### src/hw/vic_pkg.sv
/*
 * Constants of the interrupt controller: register offsets, field
 * positions, reset values and identity fields.
 * Assumes nothing of its surroundings.
 */
package vic_pkg;
	localparam int          VIC_NSRC      = 4;
	localparam int          VIC_CNT_W     = 20;
	// Register offsets (byte addresses)
	localparam logic [7:0]  VIC_OFS_IDENT = 8'h04;
	localparam logic [7:0]  VIC_OFS_CFG   = 8'h08;
	localparam logic [7:0]  VIC_OFS_CTL   = 8'h0C;
	// Identity fields; values are arbitrary
	localparam logic [15:0] VIC_MODULE_ID = 16'hC0DE;
	localparam logic [7:0]  VIC_REV_MAJOR = 8'h5A;
	localparam logic [7:0]  VIC_REV_MINOR = 8'h3C;
	// Configuration fields
	localparam int          VIC_CFG_MODE  = 12;
	localparam int          VIC_CFG_GEN   = 11;
	localparam int          VIC_CFG_LVL   = 8;
	localparam logic [31:0] VIC_CFG_RST   = 32'h0000_0000;
	localparam logic [31:0] VIC_CFG_WMASK = 32'h0000_1EFF;
	// Control fields
	localparam int          VIC_CTL_EN    = 0;
	localparam int          VIC_CTL_DIS   = 16;
	localparam int          VIC_CTL_CLR   = 20;
	localparam int          VIC_CTL_INT   = 26;
	localparam int          VIC_CTL_VME   = 27;
	localparam int          VIC_CTL_STAT  = 28;
endpackage : vic_pkg

### src/hw/vic_acq_if.sv
/*
 * Carrier between the controller and its acquisition event tracker.
 * Assumes one clock domain shared by both ends.
 */
`timescale 1ns/1ns
`default_nettype none
interface vic_acq_if;
	import vic_pkg::*;
	logic                 arm;
	logic                 event_end;
	logic                 multi;
	logic [VIC_CNT_W-1:0] max_events;
	logic                 src0_set;
	logic                 src1_set;
	logic                 armed;
	modport ctl (output arm, event_end, multi, max_events,
		input src0_set, src1_set, armed);
	modport trk (input arm, event_end, multi, max_events,
		output src0_set, src1_set, armed);
endinterface : vic_acq_if
`default_nettype wire

### src/hw/vic_irq_source.sv
/*
 * One interrupt source: enable latch and pending flag.
 * Assumes write strobes are one-cycle pulses in the clk_in domain.
 */
`timescale 1ns/1ns
`default_nettype none
module vic_irq_source (
	// Clock and reset
	input  wire logic clk_in,
	input  wire logic rst_in,
	// Event and software strobes
	input  wire logic event_in,
	input  wire logic en_wr_in,
	input  wire logic dis_wr_in,
	input  wire logic clr_wr_in,
	input  wire logic ack_rel_in,
	// State
	output var  logic enable_out,
	output var  logic flag_out
);
	// Disable or release wins over a simultaneous enable
	always_ff @(posedge clk_in) begin
		if (rst_in) begin
			enable_out <= 1'b0;
		end else if (dis_wr_in || ack_rel_in) begin
			enable_out <= 1'b0;
		end else if (en_wr_in) begin
			enable_out <= 1'b1;
		end
	end

	// A new event beats a clear in the same cycle
	always_ff @(posedge clk_in) begin
		if (rst_in) begin
			flag_out <= 1'b0;
		end else if (event_in) begin
			flag_out <= 1'b1;
		end else if (clr_wr_in || ack_rel_in) begin
			flag_out <= 1'b0;
		end
	end

	property p_set_wins;
		@(posedge clk_in) disable iff (rst_in)
		event_in |=> flag_out;
	endproperty
	a_set_wins: assert property (p_set_wins) else $error("event lost against clear");
endmodule : vic_irq_source
`default_nettype wire

### src/hw/vic_event_tracker.sv
/*
 * Armed state and event count; raises source 0 per event end and
 * source 1 when sampling disarms.
 * Assumes arm and event end are one-cycle pulses.
 */
`timescale 1ns/1ns
`default_nettype none
module vic_event_tracker
	import vic_pkg::*;
(
	// Clock and reset
	input  wire logic clk_in,
	input  wire logic rst_in,
	// Carrier
	vic_acq_if.trk    acq
);
	logic [VIC_CNT_W-1:0] cnt_q;
	logic [VIC_CNT_W-1:0] cnt_d;
	logic                 last;

	assign cnt_d = cnt_q + VIC_CNT_W'(1);
	// A limit of zero ends multi-event on the first event
	assign last  = !acq.multi || (cnt_d >= acq.max_events);

	always_ff @(posedge clk_in) begin
		if (rst_in) begin
			acq.armed <= 1'b0;
		end else if (acq.arm) begin
			acq.armed <= 1'b1;
		end else if (acq.event_end && acq.armed && last) begin
			acq.armed <= 1'b0;
		end
	end

	always_ff @(posedge clk_in) begin
		if (rst_in || acq.arm) begin
			cnt_q <= '0;
		end else if (acq.event_end && acq.armed) begin
			cnt_q <= cnt_d;
		end
	end

	always_ff @(posedge clk_in) begin
		if (rst_in) begin
			acq.src0_set <= 1'b0;
			acq.src1_set <= 1'b0;
		end else begin
			acq.src0_set <= acq.event_end;
			acq.src1_set <= acq.event_end && acq.armed && last && !acq.arm;
		end
	end

	property p_stay_armed;
		@(posedge clk_in) disable iff (rst_in)
		acq.armed && acq.multi && acq.event_end && (cnt_d < acq.max_events)
			|=> acq.armed && !acq.src1_set;
	endproperty
	a_stay_armed: assert property (p_stay_armed) else $error("disarmed before last event");
endmodule : vic_event_tracker
`default_nettype wire

### src/hw/vic_interrupt_control.sv
/*
 * Interrupt controller with identification word, configuration and
 * source control registers, and an interrupter answering acknowledge.
 * Assumes a synchronous register port with one-cycle read and write
 * strobes, and acknowledge cycles decoded to a one-cycle pulse.
 */
// Notes on behaviour
// - Identity word: module id in 31:16, major 15:8, minor 7:0.
// - Source 0 is raised whenever an acquisition event ends.
// - Source 1 is raised at disarm; sources 2 and 3 never assert.
// - Acts as interrupter returning an 8-bit vector on acknowledge.
// - Configuration bits 7:0 are the vector driven on D7..D0.
// - Register-access release: request holds until disable or clear written; host re-enables.
// - Acknowledge release: acknowledge clears flag and disables source; host re-enables.
// - Configuration bit 12 selects release: 0 register access, 1 acknowledge.
// - Request asserted only while configuration bit 11 is set.
// - Request level from configuration bits 10:8, bit 8 always 0.
// - Writing 1 to control 3:0 enables sources; read returns enables.
// - Writing 1 to control 19:16 disables sources; reads as 0.
// - Writing 1 to control 23:20 clears flags; read returns flags.
// - Control 31:28 read source status, sources 3 down to 0.
// - Multi-event: armed clears only after last event, with source 1.
`timescale 1ns/1ns
`default_nettype none
module vic_interrupt_control
	import vic_pkg::*;
(
	// Clock and reset
	input  wire logic                 clk_in,
	input  wire logic                 rst_in,
	// Register port
	input  wire logic [7:0]           reg_addr_in,
	input  wire logic                 reg_wr_in,
	input  wire logic                 reg_rd_in,
	input  wire logic [31:0]          reg_wdata_in,
	output var  logic [31:0]          reg_rdata_out,
	output var  logic                 reg_ack_out,
	// Interrupt request and acknowledge
	output var  logic                 irq_req_out,
	output var  logic [2:0]           irq_level_out,
	input  wire logic                 iack_in,
	input  wire logic [2:0]           iack_level_in,
	output var  logic [7:0]           iack_data_out,
	output var  logic                 iack_dtack_out,
	// Acquisition events
	input  wire logic                 arm_in,
	input  wire logic                 event_end_in,
	input  wire logic                 multi_event_in,
	input  wire logic [VIC_CNT_W-1:0] max_events_in,
	output var  logic                 armed_out
);
	// ----------------------------------------------------------------
	// Decode and state
	// ----------------------------------------------------------------
	logic [31:0]          cfg_q;
	logic [VIC_NSRC-1:0]  enable;
	logic [VIC_NSRC-1:0]  flag;
	logic [VIC_NSRC-1:0]  status;
	logic [VIC_NSRC-1:0]  events;
	logic [VIC_NSRC-1:0]  en_wr;
	logic [VIC_NSRC-1:0]  dis_wr;
	logic [VIC_NSRC-1:0]  clr_wr;
	logic [VIC_NSRC-1:0]  ack_rel;
	logic                 int_req;
	logic                 vme_req;
	logic                 ctl_wr;
	logic                 ack_hit;
	logic [31:0]          ctl_read;
	logic [31:0]          rdata_d;

	vic_acq_if acq ();

	assign acq.arm        = arm_in;
	assign acq.event_end  = event_end_in;
	assign acq.multi      = multi_event_in;
	assign acq.max_events = max_events_in;

	assign ctl_wr = reg_wr_in && (reg_addr_in == VIC_OFS_CTL);
	assign en_wr  = ctl_wr ? reg_wdata_in[VIC_CTL_EN +: VIC_NSRC] : '0;
	assign dis_wr = ctl_wr ? reg_wdata_in[VIC_CTL_DIS +: VIC_NSRC] : '0;
	assign clr_wr = ctl_wr ? reg_wdata_in[VIC_CTL_CLR +: VIC_NSRC] : '0;

	// Reserved sources are tied off
	assign events = {2'b00, acq.src1_set, acq.src0_set};

	assign status  = flag & enable;
	assign int_req = |status;
	assign vme_req = int_req && cfg_q[VIC_CFG_GEN];

	// Only a pending request at the level being acknowledged is answered
	assign ack_hit = iack_in && irq_req_out && (iack_level_in == irq_level_out);
	// Release on acknowledge drops exactly the sources then pending
	assign ack_rel = (ack_hit && cfg_q[VIC_CFG_MODE]) ? status : '0;

	// ----------------------------------------------------------------
	// Sources and event tracker
	// ----------------------------------------------------------------
	for (genvar i = 0; i < VIC_NSRC; i++) begin : g_src
		vic_irq_source u_src (
			.clk_in     (clk_in),
			.rst_in     (rst_in),
			.event_in   (events[i]),
			.en_wr_in   (en_wr[i]),
			.dis_wr_in  (dis_wr[i]),
			.clr_wr_in  (clr_wr[i]),
			.ack_rel_in (ack_rel[i]),
			.enable_out (enable[i]),
			.flag_out   (flag[i])
		);
	end

	vic_event_tracker u_trk (
		.clk_in (clk_in),
		.rst_in (rst_in),
		.acq    (acq)
	);

	// ----------------------------------------------------------------
	// Configuration register
	// ----------------------------------------------------------------
	// Level bit 0 and bits above 12 are never stored
	always_ff @(posedge clk_in) begin
		if (rst_in) begin
			cfg_q <= VIC_CFG_RST;
		end else if (reg_wr_in && (reg_addr_in == VIC_OFS_CFG)) begin
			cfg_q <= reg_wdata_in & VIC_CFG_WMASK;
		end
	end

	// ----------------------------------------------------------------
	// Read path
	// ----------------------------------------------------------------
	always_comb begin
		ctl_read = '0;
		ctl_read[VIC_CTL_EN +: VIC_NSRC]   = enable;
		ctl_read[VIC_CTL_CLR +: VIC_NSRC]  = flag;
		ctl_read[VIC_CTL_INT]              = int_req;
		ctl_read[VIC_CTL_VME]              = vme_req;
		ctl_read[VIC_CTL_STAT +: VIC_NSRC] = status;
	end

	always_comb begin
		unique case (reg_addr_in)
			VIC_OFS_IDENT: rdata_d = {VIC_MODULE_ID, VIC_REV_MAJOR, VIC_REV_MINOR};
			VIC_OFS_CFG:   rdata_d = cfg_q;
			VIC_OFS_CTL:   rdata_d = ctl_read;
			default:       rdata_d = '0;
		endcase
	end

	always_ff @(posedge clk_in) begin
		if (rst_in) begin
			reg_rdata_out <= '0;
			reg_ack_out   <= 1'b0;
		end else begin
			reg_ack_out <= reg_rd_in || reg_wr_in;
			if (reg_rd_in) begin
				reg_rdata_out <= rdata_d;
			end
		end
	end

	// ----------------------------------------------------------------
	// Request and acknowledge
	// ----------------------------------------------------------------
	// Level follows the register even while idle; host keeps it to 2, 4, 6
	always_ff @(posedge clk_in) begin
		if (rst_in) begin
			irq_req_out   <= 1'b0;
			irq_level_out <= '0;
		end else begin
			irq_req_out   <= vme_req && !(|ack_rel);
			irq_level_out <= cfg_q[VIC_CFG_LVL +: 3];
		end
	end

	always_ff @(posedge clk_in) begin
		if (rst_in) begin
			iack_data_out  <= '0;
			iack_dtack_out <= 1'b0;
		end else begin
			iack_dtack_out <= ack_hit;
			if (ack_hit) begin
				iack_data_out <= cfg_q[7:0];
			end
		end
	end

	always_ff @(posedge clk_in) begin
		if (rst_in) begin
			armed_out <= 1'b0;
		end else begin
			armed_out <= acq.armed;
		end
	end

	// ----------------------------------------------------------------
	// Checks
	// ----------------------------------------------------------------
	property p_ident;
		@(posedge clk_in) disable iff (rst_in)
		reg_rd_in && (reg_addr_in == VIC_OFS_IDENT)
			|=> reg_ack_out && (reg_rdata_out[31:16] == VIC_MODULE_ID)
			&& (reg_rdata_out[15:0] == {VIC_REV_MAJOR, VIC_REV_MINOR});
	endproperty
	a_ident: assert property (p_ident) else $error("identity word wrong");

	property p_src0;
		@(posedge clk_in) disable iff (rst_in)
		event_end_in |-> ##2 flag[0];
	endproperty
	a_src0: assert property (p_src0) else $error("event end did not flag source 0");

	property p_reserved;
		@(posedge clk_in) disable iff (rst_in)
		flag[3:2] == 2'b00;
	endproperty
	a_reserved: assert property (p_reserved) else $error("reserved source flagged");

	property p_vector;
		@(posedge clk_in) disable iff (rst_in)
		ack_hit |=> iack_dtack_out && (iack_data_out == $past(cfg_q[7:0]));
	endproperty
	a_vector: assert property (p_vector) else $error("vector not returned");

	property p_rora_hold;
		@(posedge clk_in) disable iff (rst_in)
		!cfg_q[VIC_CFG_MODE] && status[0] && !dis_wr[0] && !clr_wr[0] |=> status[0];
	endproperty
	a_rora_hold: assert property (p_rora_hold) else $error("request released early");

	property p_roak;
		@(posedge clk_in) disable iff (rst_in)
		ack_hit && cfg_q[VIC_CFG_MODE] && status[0] |=> !enable[0] && !irq_req_out;
	endproperty
	a_roak: assert property (p_roak) else $error("acknowledge did not release");

	property p_gen;
		@(posedge clk_in) disable iff (rst_in)
		irq_req_out |-> $past(cfg_q[VIC_CFG_GEN]) && $past(int_req);
	endproperty
	a_gen: assert property (p_gen) else $error("request without global enable");

	property p_level;
		@(posedge clk_in) disable iff (rst_in)
		!irq_level_out[0] && !cfg_q[VIC_CFG_LVL];
	endproperty
	a_level: assert property (p_level) else $error("level bit 0 set");

	property p_ctl_zero;
		@(posedge clk_in) disable iff (rst_in)
		reg_rd_in && (reg_addr_in == VIC_OFS_CTL)
			|=> (reg_rdata_out[19:16] == 4'h0) && (reg_rdata_out[25:24] == 2'h0)
			&& (reg_rdata_out[15:4] == 12'h000);
	endproperty
	a_ctl_zero: assert property (p_ctl_zero) else $error("unused control bits set");

	property p_status;
		@(posedge clk_in) disable iff (rst_in)
		reg_rd_in && (reg_addr_in == VIC_OFS_CTL)
			|=> reg_rdata_out[31:28] == $past(flag & enable);
	endproperty
	a_status: assert property (p_status) else $error("status bits wrong");

	property p_enable_wr;
		@(posedge clk_in) disable iff (rst_in)
		en_wr[0] && !dis_wr[0] && !ack_rel[0] |=> enable[0];
	endproperty
	a_enable_wr: assert property (p_enable_wr) else $error("enable write lost");

	property p_disable_wr;
		@(posedge clk_in) disable iff (rst_in)
		dis_wr[0] |=> !enable[0];
	endproperty
	a_disable_wr: assert property (p_disable_wr) else $error("disable write lost");

	// A clear that meets a new event loses, so only a quiet clear is checked
	property p_clear_wr;
		@(posedge clk_in) disable iff (rst_in)
		clr_wr[1] && !events[1] |=> !flag[1];
	endproperty
	a_clear_wr: assert property (p_clear_wr) else $error("flag clear lost");

	property p_src1;
		@(posedge clk_in) disable iff (rst_in)
		event_end_in && acq.armed && !multi_event_in && !arm_in |-> ##2 flag[1];
	endproperty
	a_src1: assert property (p_src1) else $error("disarm did not flag source 1");

	property p_disarm;
		@(posedge clk_in) disable iff (rst_in)
		event_end_in && acq.armed && !multi_event_in && !arm_in |=> !acq.armed;
	endproperty
	a_disarm: assert property (p_disarm) else $error("single event did not disarm");

	property p_ack_refused;
		@(posedge clk_in) disable iff (rst_in)
		iack_in && (iack_level_in != irq_level_out) |=> !iack_dtack_out;
	endproperty
	a_ack_refused: assert property (p_ack_refused) else $error("wrong level answered");

	property p_req_gate;
		@(posedge clk_in) disable iff (rst_in)
		!cfg_q[VIC_CFG_GEN] |=> !irq_req_out;
	endproperty
	a_req_gate: assert property (p_req_gate) else $error("request while gated off");
endmodule : vic_interrupt_control
`default_nettype wire

### config.mk
export PLATFORM = sky130hd
export DESIGN_NAME = vic_interrupt_control
export DESIGN_NICKNAME = d
export VERILOG_FILES = /design/src/hw/vic_pkg.sv /design/src/hw/vic_acq_if.sv /design/src/hw/vic_irq_source.sv /design/src/hw/vic_event_tracker.sv /design/src/hw/vic_interrupt_control.sv
export SDC_FILE = /design/constraint.sdc
export NUM_CORES = 1
export LEC_CHECK = 0
export BUFFER_PORTS_ARGS = -buffer_cell sky130_fd_sc_hd__buf_2
export CAP_MARGIN = 20
export CORE_ASPECT_RATIO = 1.1
export CORE_MARGIN = 2
export CORE_UTILIZATION = 42
export CTS_CLUSTER_DIAMETER = 50
export DETAILED_ROUTE_END_ITERATION = 10
export PLACE_DENSITY = 0.65
export SKIP_CTS_REPAIR_TIMING = 1
export SLEW_MARGIN = 40
export SYNTH_ARGS = -nofsm -noshare
export SYNTH_HDL_FRONTEND = slang
export SYNTH_SLANG_ARGS = --single-unit
### constraint.sdc
create_clock -name clk_in -period 3.8 [get_ports clk_in]
set_input_delay 0.19 -clock clk_in [delete_from_list [all_inputs] [get_ports clk_in]]
set_output_delay 0.19 -clock clk_in [all_outputs]
set_load 0.05 [all_outputs]
# Word-level counts from Yosys, hierarchy flattened
# Cells that the tools add are included.
# totals
register_bits	87
in_bits	71
# classes
muxes	11
n_eq_ne	4
add_sub_neg	1
reduce_logical	31
order_cmp	1
n_bitwise	1
# op_table
operator	count
$pmux W32 S3	1
$add A20 B1 Y20 const B	1
$ge A20 B20 Y1	1
$eq A8 B4 Y1 const B	2
$mux W4	3
$logic_and A1 B1 Y1	10
$logic_or A1 B1 Y1	9
$eq A8 B3 Y1 const B	1
$reduce_or A2 Y1	4
$reduce_or A4 Y1	2
$mux W1	6
$reduce_bool A2 Y1	3
$and A2 B4 Y4	1
$eq A3 B3 Y1	1
$logic_not A1 Y1	3
$mux W2	1

# Depth between registers and ports, before layout
# Gate-level depths: netlist of the first run.
# logic_depth
word_depth	7
ltp_mapped	12

# By module
# From an unflattened synthesis of the first run, not the netlist that was laid out.
# unflattened
cells_unflattened	501
area_unflattened_um2	4356.7
# by_module_without_submodules
mod	cells_each	area_per_inst_um2	instances
vic_interrupt_control	251	2278.4	1
vic_event_tracker	222	1808.0	1
vic_irq_source	7	67.6	4

# Worst setup path before layout of the first run
# Ideal clock, no wire load.
# synth_timing
kind	reg2reg
startpoint	reg u_trk.cnt_q[0]
endpoint	reg u_trk.acq.armed
slack_ns	1.091
required_ns	3.663
stages_incl_launch_ff	12
setup_time_ns	0.137
period_less_slack_ns	2.709
arrival_time_ns	2.571
path_buffers	0
path_cell_list	dfxtp_1 -> ha_1 -> nand3_1 -> or2_2 -> nor2_1 -> nand4_1 -> xnor2_1 -> ha_1 -> nand4_1 -> nor4_1 -> o21a_1 -> o32ai_1
# synth_via
elab_chain_cells	5
# synth_lines
element	line_no	source
from (decl)	vic_event_tracker.sv:17	logic [VIC_CNT_W-1:0] cnt_q;
from (signal assigned)	vic_event_tracker.sv:39	cnt_q <= cnt_d;
$add A20 B1 Y20	vic_event_tracker.sv:21	assign cnt_d = cnt_q + VIC_CNT_W'(1);
named net u_trk.cnt_d[16]	vic_event_tracker.sv:18	logic [VIC_CNT_W-1:0] cnt_d;
$ge A20 B20 Y1	vic_event_tracker.sv:23	assign last = !acq.multi || (cnt_d >= acq.max_events);
$logic_or A1 B1 Y1	vic_event_tracker.sv:23	
$logic_and A1 B1 Y1	vic_event_tracker.sv:30	end else if (acq.event_end && acq.armed && last) begin
$reduce_bool A2 Y1 (no line)	--	
to (signal assigned)	vic_event_tracker.sv:27	acq.armed <= 1'b0;
to (signal assigned)	vic_event_tracker.sv:29	acq.armed <= 1'b1;
to (signal assigned)	vic_event_tracker.sv:31	acq.armed <= 1'b0;
to (decl)	vic_acq_if.sv:19	output src0_set, src1_set, armed);
# The timed path passes the listed nets, and every way through them passes these cells.
# A chain may end at the register's enable or synchronous reset.

# Worst setup path in the final report of the first run
# Same ends and word-level chain as after synthesis.

==> impl_metrics.json, run 1 <==
{
  "antenna_left": 0,
  "p_per_area_nw_per_um2": 354.6,
  "required_ns": 3.99,
  "cts_tree": "done",
  "wl_per_cell_um": 13.04,
  "io_pins": 118,
  "clkTransAtPathRegs_ns": 0.08,
  "cts_buffer_depth": 2,
  "final_cell_mix": "buf_2, dfxtp_1, nand2_1",
  "min_path_cells": 2,
  "clkPwrFrac_pct": 42.7,
  "path_cells": "ha_1, nand3_1, or2_2, nor2_1, nand4_1, xnor2_1, ha_1, nand4_1, nor4_1, o21a_1, o32ai_1",
  "worst_pin_slew_ns": 0.6995,
  "cp-end-kind": "flop",
  "reg2reg_from": "u_trk.cnt_q[0]",
  "reg2reg_to": "u_trk.acq.armed",
  "dieArea_um2": 9822,
  "met2_usage_pct": 29.79,
  "final_layout_size_suffix_gt1_share_pct": 23.65,
  "clkLatencyLatePin_ns": 0.35,
  "yosysWarnings": 0,
  "fmax_mhz": 316.1,
  "relSlewSlack_pct": 52.98,
  "synthArstFlopShare_pct": 0,
  "p_switching_uw": 384.0,
  "drv_cap": 0,
  "track_usage_pct": 17.83,
  "drt-total-wl_um": 8490,
  "netlist.area_leader.share_pct": 39.00,
  "grt_antenna_before_repair": 0,
  "setup-tns-final_ns": 0,
  "min_period_ns": 3.164,
  "power.internal_mw": 1.212,
  "grt_use_met3_pct": 5.964,
  "fill_cells": 881,
  "setup_viol": 0,
  "area_delta_synth_final_pct": 18.48,
  "first_pass_iters": 4,
  "final_util_pct": 50.98,
  "fp-row-count": 36,
  "initial_utilization_pct": 43.03,
  "hold_violations": 0,
  "startpoint": "u_trk.cnt_q[0]",
  "ys_seq_area_share_pct": 39.00,
  "holdPathEnd": "g_src[2].u_src.enable_out",
  "ys_ff_latch": 74,
  "setup_ws_ns": 0.6362,
  "num_antenna_cells": 0,
  "netSwitchingFraction_pct": 24.06,
  "slowest_stage": "dfxtp_1",
  "pwr-share-seq_pct": 49.3,
  "cts_made_buffers": 9,
  "ctsRootBufferMaster": "clkbuf_8",
  "peakVddDrop_v": 0.0002660,
  "finalMaxSlewViolations": 0,
  "status": "complete, no violations",
  "critPathKind": "flop to flop",
  "vias": 3259,
  "critical_path.max_fanout": 6,
  "min-delay-start": "reg_wdata_in[18]",
  "grt_start_max_net_pins": 51,
  "finalWeightedCongestion": 0.7769,
  "busiest_layer": "met2",
  "nets": 624,
  "synth_area_per_cell_um2": 8.349,
  "grt_pass1_wl_um": 14100,
  "portBuffers": 96,
  "core_um2": 8828,
  "start_kind": "flop",
  "yosysTopAreaCell": "dfxtp_1",
  "htree_levels": 3,
  "ys_types": 46,
  "drt_iter0_markers": 81,
  "p_comb_share_pct": 8.0,
  "drc": 0,
  "crit_family": "simple AND/OR/NAND/NOR gates",
  "synth_area_leaders": "dfxtp_1, ha_1, nand2_1",
  "r2r_cells": 11,
  "synth_edf_count": 0,
  "grt_pass1_vias": 3092,
  "grt_overflow": 0,
  "dp_hpwl_um": 6373,
  "power_leakage_nw": 1.970,
  "cts_sinks": 74,
  "die_h_um": 103.7,
  "layout.cells.most_common": "buf_2",
  "syn_area_um2": 3799,
  "max_stage_delay_ns": 0.42,
  "ys.flop_type": "dfxtp_1",
  "syn_inst": 455,
  "clock_skew_ns": 0.01271,
  "place_ws_ns": 0.5981,
  "vias_per_cell": 5.006,
  "cp_num_buf_inv": 0,
  "timing.final.crit_share_pct": 83.26,
  "hold_path_class": "input pin to flop",
  "critPathArrivalTime_ns": 3.35,
  "rsz0062_at_grt": "false",
  "die_x_um": 94.68,
  "r2r_slack_ns": 0.64,
  "use_met1_pct": 21.42
}
cell type report:
type                       instances  area (um^2)  share of cell area [%]
multi-input combinational        323         2049                   45.54
sequential                        74         1481                   32.92
timing repair buffer              99        505.5                   11.23
tap                              114        142.6                   3.169
clock buffer                      10        137.6                   3.058
inverter                          25        93.84                   2.085
clock inverter                     6        90.09                   2.002
power groups by stage:
stage / clock (mW) / combinational [mW] / sequential [mW]
6_report: 0.681 / 0.128 / 0.787
2_1_floorplan: 0 / 0.0717 / 0.819
4_1_cts: 0.705 / 0.129 / 0.787
3_3_place_gp: 0 / 0.125 / 0.805
3_5_place_dp: 0 / 0.128 / 0.806
5_1_grt: 0.735 / 0.141 / 0.789
synth_stat cells, types with 2 or more instances:
library cell	n
and2_1	4
mux2i_1	8
nor3_1	3
or2_2	2
mux2_2	2
a32o_1	2
nand2b_1	2
nor4_2	2
a31oi_1	3
a22oi_1	2
a211oi_1	6
nor2b_1	5
or3_1	4
buf_4	14
a21o_1	2
a211oi_2	2
and4_1	5
a32oi_1	2
nand2_1	50
ha_1	21
dfxtp_1	74
buf_1	5
inv_1	25
xor2_1	19
nor2_1	47
and3_1	2
and3b_1	2
o21a_1	2
o21ai_0	8
nand4_1	15
buf_2	4
nand3_1	27
nor4_1	3
clkbuf_1	15
o2111ai_1	4
a21oi_1	37
xnor2_1	16
layer usage:
| metal | up-vias | wire length (um) |
|---|---|---|
| met5 | - | 0 |
| met4 | 0 | 127 |
| met3 | 10 | 547 |
| met2 | 86 | 4105 |
| met1 | 1462 | 3709 |
| li1 | 1701 | - |
flip-flops by register name (all words and copies together) (netlist names):
name and cells:
armed_out 1, cfg_q 12, g_src.u_src.enable_out 4, g_src.u_src.flag_out 2, iack_data_out 8, iack_dtack_out 1, irq_level_out 2, irq_req_out 1
reg_ack_out 1, reg_rdata_out 19, u_trk.acq.armed 1, u_trk.acq.src0_set 1, u_trk.acq.src1_set 1, u_trk.cnt_q 20
worst max path at each step:
| stage | end | slack, ns | cells past startpoint |
|---|---|---|---|
| 2_1_floorplan | u_trk.acq.armed | 1.09 | 11 |
| 3_3_place_gp | u_trk.acq.armed | 0.72 | 11 |
| 4_1_cts | u_trk.acq.armed | 0.55 | 11 |
| 3_5_place_dp | u_trk.acq.armed | 0.60 | 11 |
| 6_report | u_trk.acq.armed | 0.64 | 11 |
| 5_1_grt | u_trk.acq.armed | 0.26 | 12 |
per-stage QoR:
stage | cell area (um^2) | power, mW | hold slack, ns | std cells
after floorplan | 3821 | 0.8904 | 0.2829 | 461
after global placement | 4270 | 0.9304 | 0.3841 | 635
after detailed placement | 4270 | 0.9338 | 0.3820 | 635
after CTS | 4498 | 1.621 | 0.002351 | 651
after global routing | 4501 | 1.665 | 0.007625 | 651
final | 4501 | 1.596 | 0.02306 | 651
logic make-up after synthesis:
family / share of synthesized area (%)
multiplexers: 2.701
adder cells (fa/ha/maj): 6.917
AND/OR/NAND/NOR: 22.63
XOR/XNOR: 8.070
flip-flops: 39.00
buffers and inverters: 8.037
AO/OA/AOI/OAI: 12.55
other: 0.09872
(Power assumes the default switching activity.)
==> run 2, diff against run 1 <==
PLACE_DENSITY = 0.67   (was 0.65)
clock period = 2.6 ns   (was 3.8 ns; I/O delays follow)
==> impl_metrics.json, run 2 (synthesized netlist as in run 1, its figures left out) <==
{
  "status": "complete, no violations",
  "grt_antenna_before_repair": 0,
  "finalPower_mw": 2.177,
  "grt_pass1_wl_um": 14670,
  "grt_pass1_vias": 3286,
  "portBuffers": 96,
  "area_delta_synth_final_pct": 24.60,
  "cts_tree": "done",
  "drv_cap": 0,
  "cts_made_buffers": 9,
  "power_leakage_nw": 2.096,
  "vias_per_cell": 5.067,
  "clock_skew_ns": 0.008615,
  "path_cells": "ha_4, nand3_2, or2_4, nor2_4, nand4_1, xnor2_2, ha_1, nand2_1, nor2_2, a211oi_2, o2111ai_2, o32ai_2",
  "final_layout_size_suffix_gt1_share_pct": 29.59,
  "min_period_ns": 2.484,
  "vias": 3420,
  "finalWeightedCongestion": 0.8750,
  "peakVddDrop_v": 0.0002865,
  "nets": 648,
  "dp_hpwl_um": 6724,
  "relSlewSlack_pct": 52.06,
  "regMostFlops": "u_trk.cnt_q",
  "htree_levels": 3,
  "fp-row-count": 36,
  "grt_start_max_net_pins": 28,
  "finalMaxSlewViolations": 0,
  "fmax_mhz": 402.6,
  "num_antenna_cells": 0,
  "p_per_area_nw_per_um2": 460.0,
  "worst_pin_slew_ns": 0.7131,
  "antenna_left": 0,
  "core_um2": 8828,
  "io_pins": 118,
  "cts_buffer_depth": 2,
  "setup_ws_ns": 0.1159,
  "dpl_cell_area_um2": 4428,
  "clkTransAtPathRegs_ns": 0.08,
  "required_ns": 2.85,
  "die_h_um": 103.7,
  "grt_overflow": 0,
  "hold_ws_ns": 0.03387,
  "fin_area_um2": 4733,
  "hold_path_class": "input pin to flop",
  "final_cell_mix": "buf_2, dfxtp_1, nand2_1",
  "place_ws_ns": -0.09694,
  "setup_viol": 0,
  "ctsRootBufferMaster": "clkbuf_8",
  "initial_utilization_pct": 43.03,
  "drc": 0,
  "drt_iter0_markers": 95,
  "wl_per_cell_um": 13.29,
  "critPathKind": "flop to flop",
  "hold_violations": 0,
  "place_inst": 655,
  "drt-total-wl_um": 8968,
  "dieArea_um2": 9822,
  "critical_path.max_fanout": 5,
  "cts_sinks": 74,
  "clkLatencyLatePin_ns": 0.34,
  "die_x_um": 94.68,
  "timing.final.crit_share_pct": 95.54,
  "final_util_pct": 53.61,
  "fill_cells": 878,
  "slowest_stage": "dfxtp_4",
  "track_usage_pct": 18.47,
  "fin_cells": 675,
  "setup-tns-final_ns": 0,
  "start_kind": "flop",
  "rsz0062_at_grt": "true",
  "largest_reg_flops": 20,
  "max_stage_delay_ns": 0.37,
  "critPathArrivalTime_ns": 2.73,
  "cp-end-kind": "flop",
  "layout.cells.most_common": "buf_2",
  "largestRegisters": "u_trk.cnt_q (20), reg_rdata_out (19), cfg_q (12)",
  "first_pass_iters": 4
}
## run 2: area by class of cell
type	count	area, um^2	share of cell area (%)
clock buffers	12	165.2	3.489
clock inverters	4	25.02	0.5287
inverters	25	93.84	1.983
multi-input cells	323	2126	44.91
flip-flops and latches	74	1493	31.54
well taps	114	142.6	3.013
repair buffers	123	688.2	14.54
## run 2: worst max-delay path, delay by kind of cell (launching register included)
kind	cells	cell delay, ns
AOI/OAI and AO/OA	3	0.66
xor gates and xnor gates	1	0.17
adders and majority gates	2	0.43
DFF	1	0.37
and+or+nand+nor	6	0.76
## run 2: path summary, 6_finish.rpt
check / start / to / slack [ns] / cells after the start
setup reg to reg: u_trk.cnt_q[1] / u_trk.acq.armed / 0.12 / 12
hold / removal: reg_wdata_in[5] / cfg_q[5] / 0.03 / 3
hold reg to reg: u_trk.acq.src0_set / g_src[0].u_src.flag_out / 0.45 / 1
setup / recovery: u_trk.cnt_q[1] / u_trk.acq.armed / 0.12 / 12
## run 2: per-layer routing
layer	wire length, um	vias to the layer above	share of wire, %	track usage [%]
met5	0	-	0	0
met4	150	0	1.7	6.004
met3	564	15	6.3	5.818
met2	4481	95	50	31.61
met1	3772	1564	42	21.58
li1	-	1746	-	-
## run 2: where the power goes
group          internal, mW  switching (mW)
logic                0.0651           0.131
registers              1.14         0.00733
clock network         0.421           0.411
==> run 3, diff against run 2 <==
PLACE_DENSITY = 0.65   (was 0.67)
clock period = 2.5 ns   (was 2.6 ns; I/O delays follow)
==> impl_metrics.json, run 3 (synthesized netlist as in run 1, its figures left out) <==
{
  "clock_skew_ns": 0.009394,
  "initial_utilization_pct": 43.03,
  "core_um2": 8828,
  "fin_area_um2": 4890,
  "required_ns": 2.73,
  "slowest_stage": "dfxtp_4",
  "area_delta_synth_final_pct": 28.72,
  "final_cell_mix": "buf_2, dfxtp_1, nand2_1",
  "htree_levels": 3,
  "peakVddDrop_v": 0.0003632,
  "cts_made_buffers": 9,
  "grt_start_max_net_pins": 31,
  "antenna_left": 0,
  "setup_ws_ns": 0.07180,
  "cp-end-kind": "flop",
  "die_x_um": 94.68,
  "max_stage_delay_ns": 0.38,
  "grt_overflow": 0,
  "final_layout_size_suffix_gt1_share_pct": 30.77,
  "dpl_cell_area_um2": 4496,
  "p_per_area_nw_per_um2": 515.3,
  "drc": 0,
  "finalPower_mw": 2.520,
  "clkLatencyLatePin_ns": 0.34,
  "io_pins": 118,
  "path_cells": "and4_4, nand4_1, nand2b_4, buf_6, xnor2_2, ha_1, nand2_1, nor2_1, a211oi_2, o2111ai_2, o211a_1",
  "finalWeightedCongestion": 0.8265,
  "vias": 3460,
  "cts_tree": "done",
  "drt-total-wl_um": 9306,
  "worst_pin_slew_ns": 0.7362,
  "hold_path_class": "input pin to flop",
  "critPathKind": "flop to flop",
  "start_kind": "flop",
  "finalMaxSlewViolations": 0,
  "critical_path.max_fanout": 4,
  "portBuffers": 96,
  "wl_per_cell_um": 13.57,
  "layout.cells.most_common": "buf_2",
  "dieArea_um2": 9822,
  "setup_viol": 0,
  "regMostFlops": "u_trk.cnt_q",
  "critPathArrivalTime_ns": 2.66,
  "hold_violations": 0,
  "largest_reg_flops": 20,
  "num_antenna_cells": 0,
  "cts_buffer_depth": 2,
  "dp_hpwl_um": 6928,
  "timing.final.crit_share_pct": 97.13,
  "ctsRootBufferMaster": "clkbuf_8",
  "largestRegisters": "u_trk.cnt_q (20), reg_rdata_out (19), cfg_q (12)",
  "min_period_ns": 2.428,
  "place_ws_ns": -0.03095,
  "fp-row-count": 36,
  "nets": 659,
  "status": "complete, no violations",
  "vias_per_cell": 5.044,
  "first_pass_iters": 4,
  "relSlewSlack_pct": 50.51,
  "track_usage_pct": 19.09,
  "crit_family": "simple AND/OR/NAND/NOR gates",
  "power_leakage_nw": 2.177,
  "fill_cells": 841,
  "hold_ws_ns": 0.02457,
  "clkTransAtPathRegs_ns": 0.08,
  "grt_pass1_wl_um": 15030,
  "final_util_pct": 55.39,
  "grt_antenna_before_repair": 0,
  "grt_pass1_vias": 3332,
  "cp_num_buf_inv": 1,
  "drt_iter0_markers": 90,
  "drv_cap": 0,
  "die_h_um": 103.7,
  "fmax_mhz": 411.8,
  "cts_sinks": 74,
  "rsz0062_at_grt": "true"
}
-- run 3: changes by cell type in the layout (fill, tap and decap cells not counted), sizes merged --
| cell | delta |
|---|---|
| clkinvlp | -1 |
| clkbuf | -2 |
| buf | +11 |
| bufinv | +3 |
-- run 3: report_power, final --
group	leakage, nW	total (mW)	internal [mW]	switching (mW)
clock	0.117	1.12	0.667	0.451
sequential	0.600	1.20	1.19	0.00758
combinational	1.46	0.206	0.0693	0.137
-- run 3: final timing paths --
path,startpoint,endpoint,slack [ns],cells past startpoint
setup / recovery,u_trk.cnt_q[0],u_trk.acq.src1_set,0.07,11
hold / removal,reg_wdata_in[7],cfg_q[7],0.02,3
setup reg to reg,u_trk.cnt_q[0],u_trk.acq.src1_set,0.07,11
hold reg to reg,u_trk.acq.src0_set,g_src[0].u_src.flag_out,0.44,1
-- run 3: stage by stage --
step                      setup TNS [ns]  std cells
after CTS                       -0.08106        679
after global placement                 0        663
after detailed placement        -0.04932        663
after global routing             -0.1198        686
after floorplan                        0        461
final                                  0        686
-- run 3: layout make-up --
class | count | area [um^2] | area share [%]
Multi-Input combinational cell | 323 | 2141 | 43.78
Sequential cell | 74 | 1488 | 30.42
Timing Repair Buffer | 134 | 782.0 | 15.99
Tap cell | 114 | 142.6 | 2.917
Clock buffer | 10 | 127.6 | 2.610
Clock inverter | 6 | 115.1 | 2.354
Inverter | 25 | 93.84 | 1.919
-- run 3: worst min-delay path: stages --
cell and delay (ns):
buf_2 0.10, nand3_1 0.05, a21oi_1 0.05
-- run 3: layer usage --
metal  global-route usage [%]  routed length [um]  up-vias
met5                        0                   0        -
met4                    5.487                  90        0
met3                    5.527                 599        8
met2                    33.33                4697      105
met1                    22.33                3919     1579
li1                         -                   -     1768
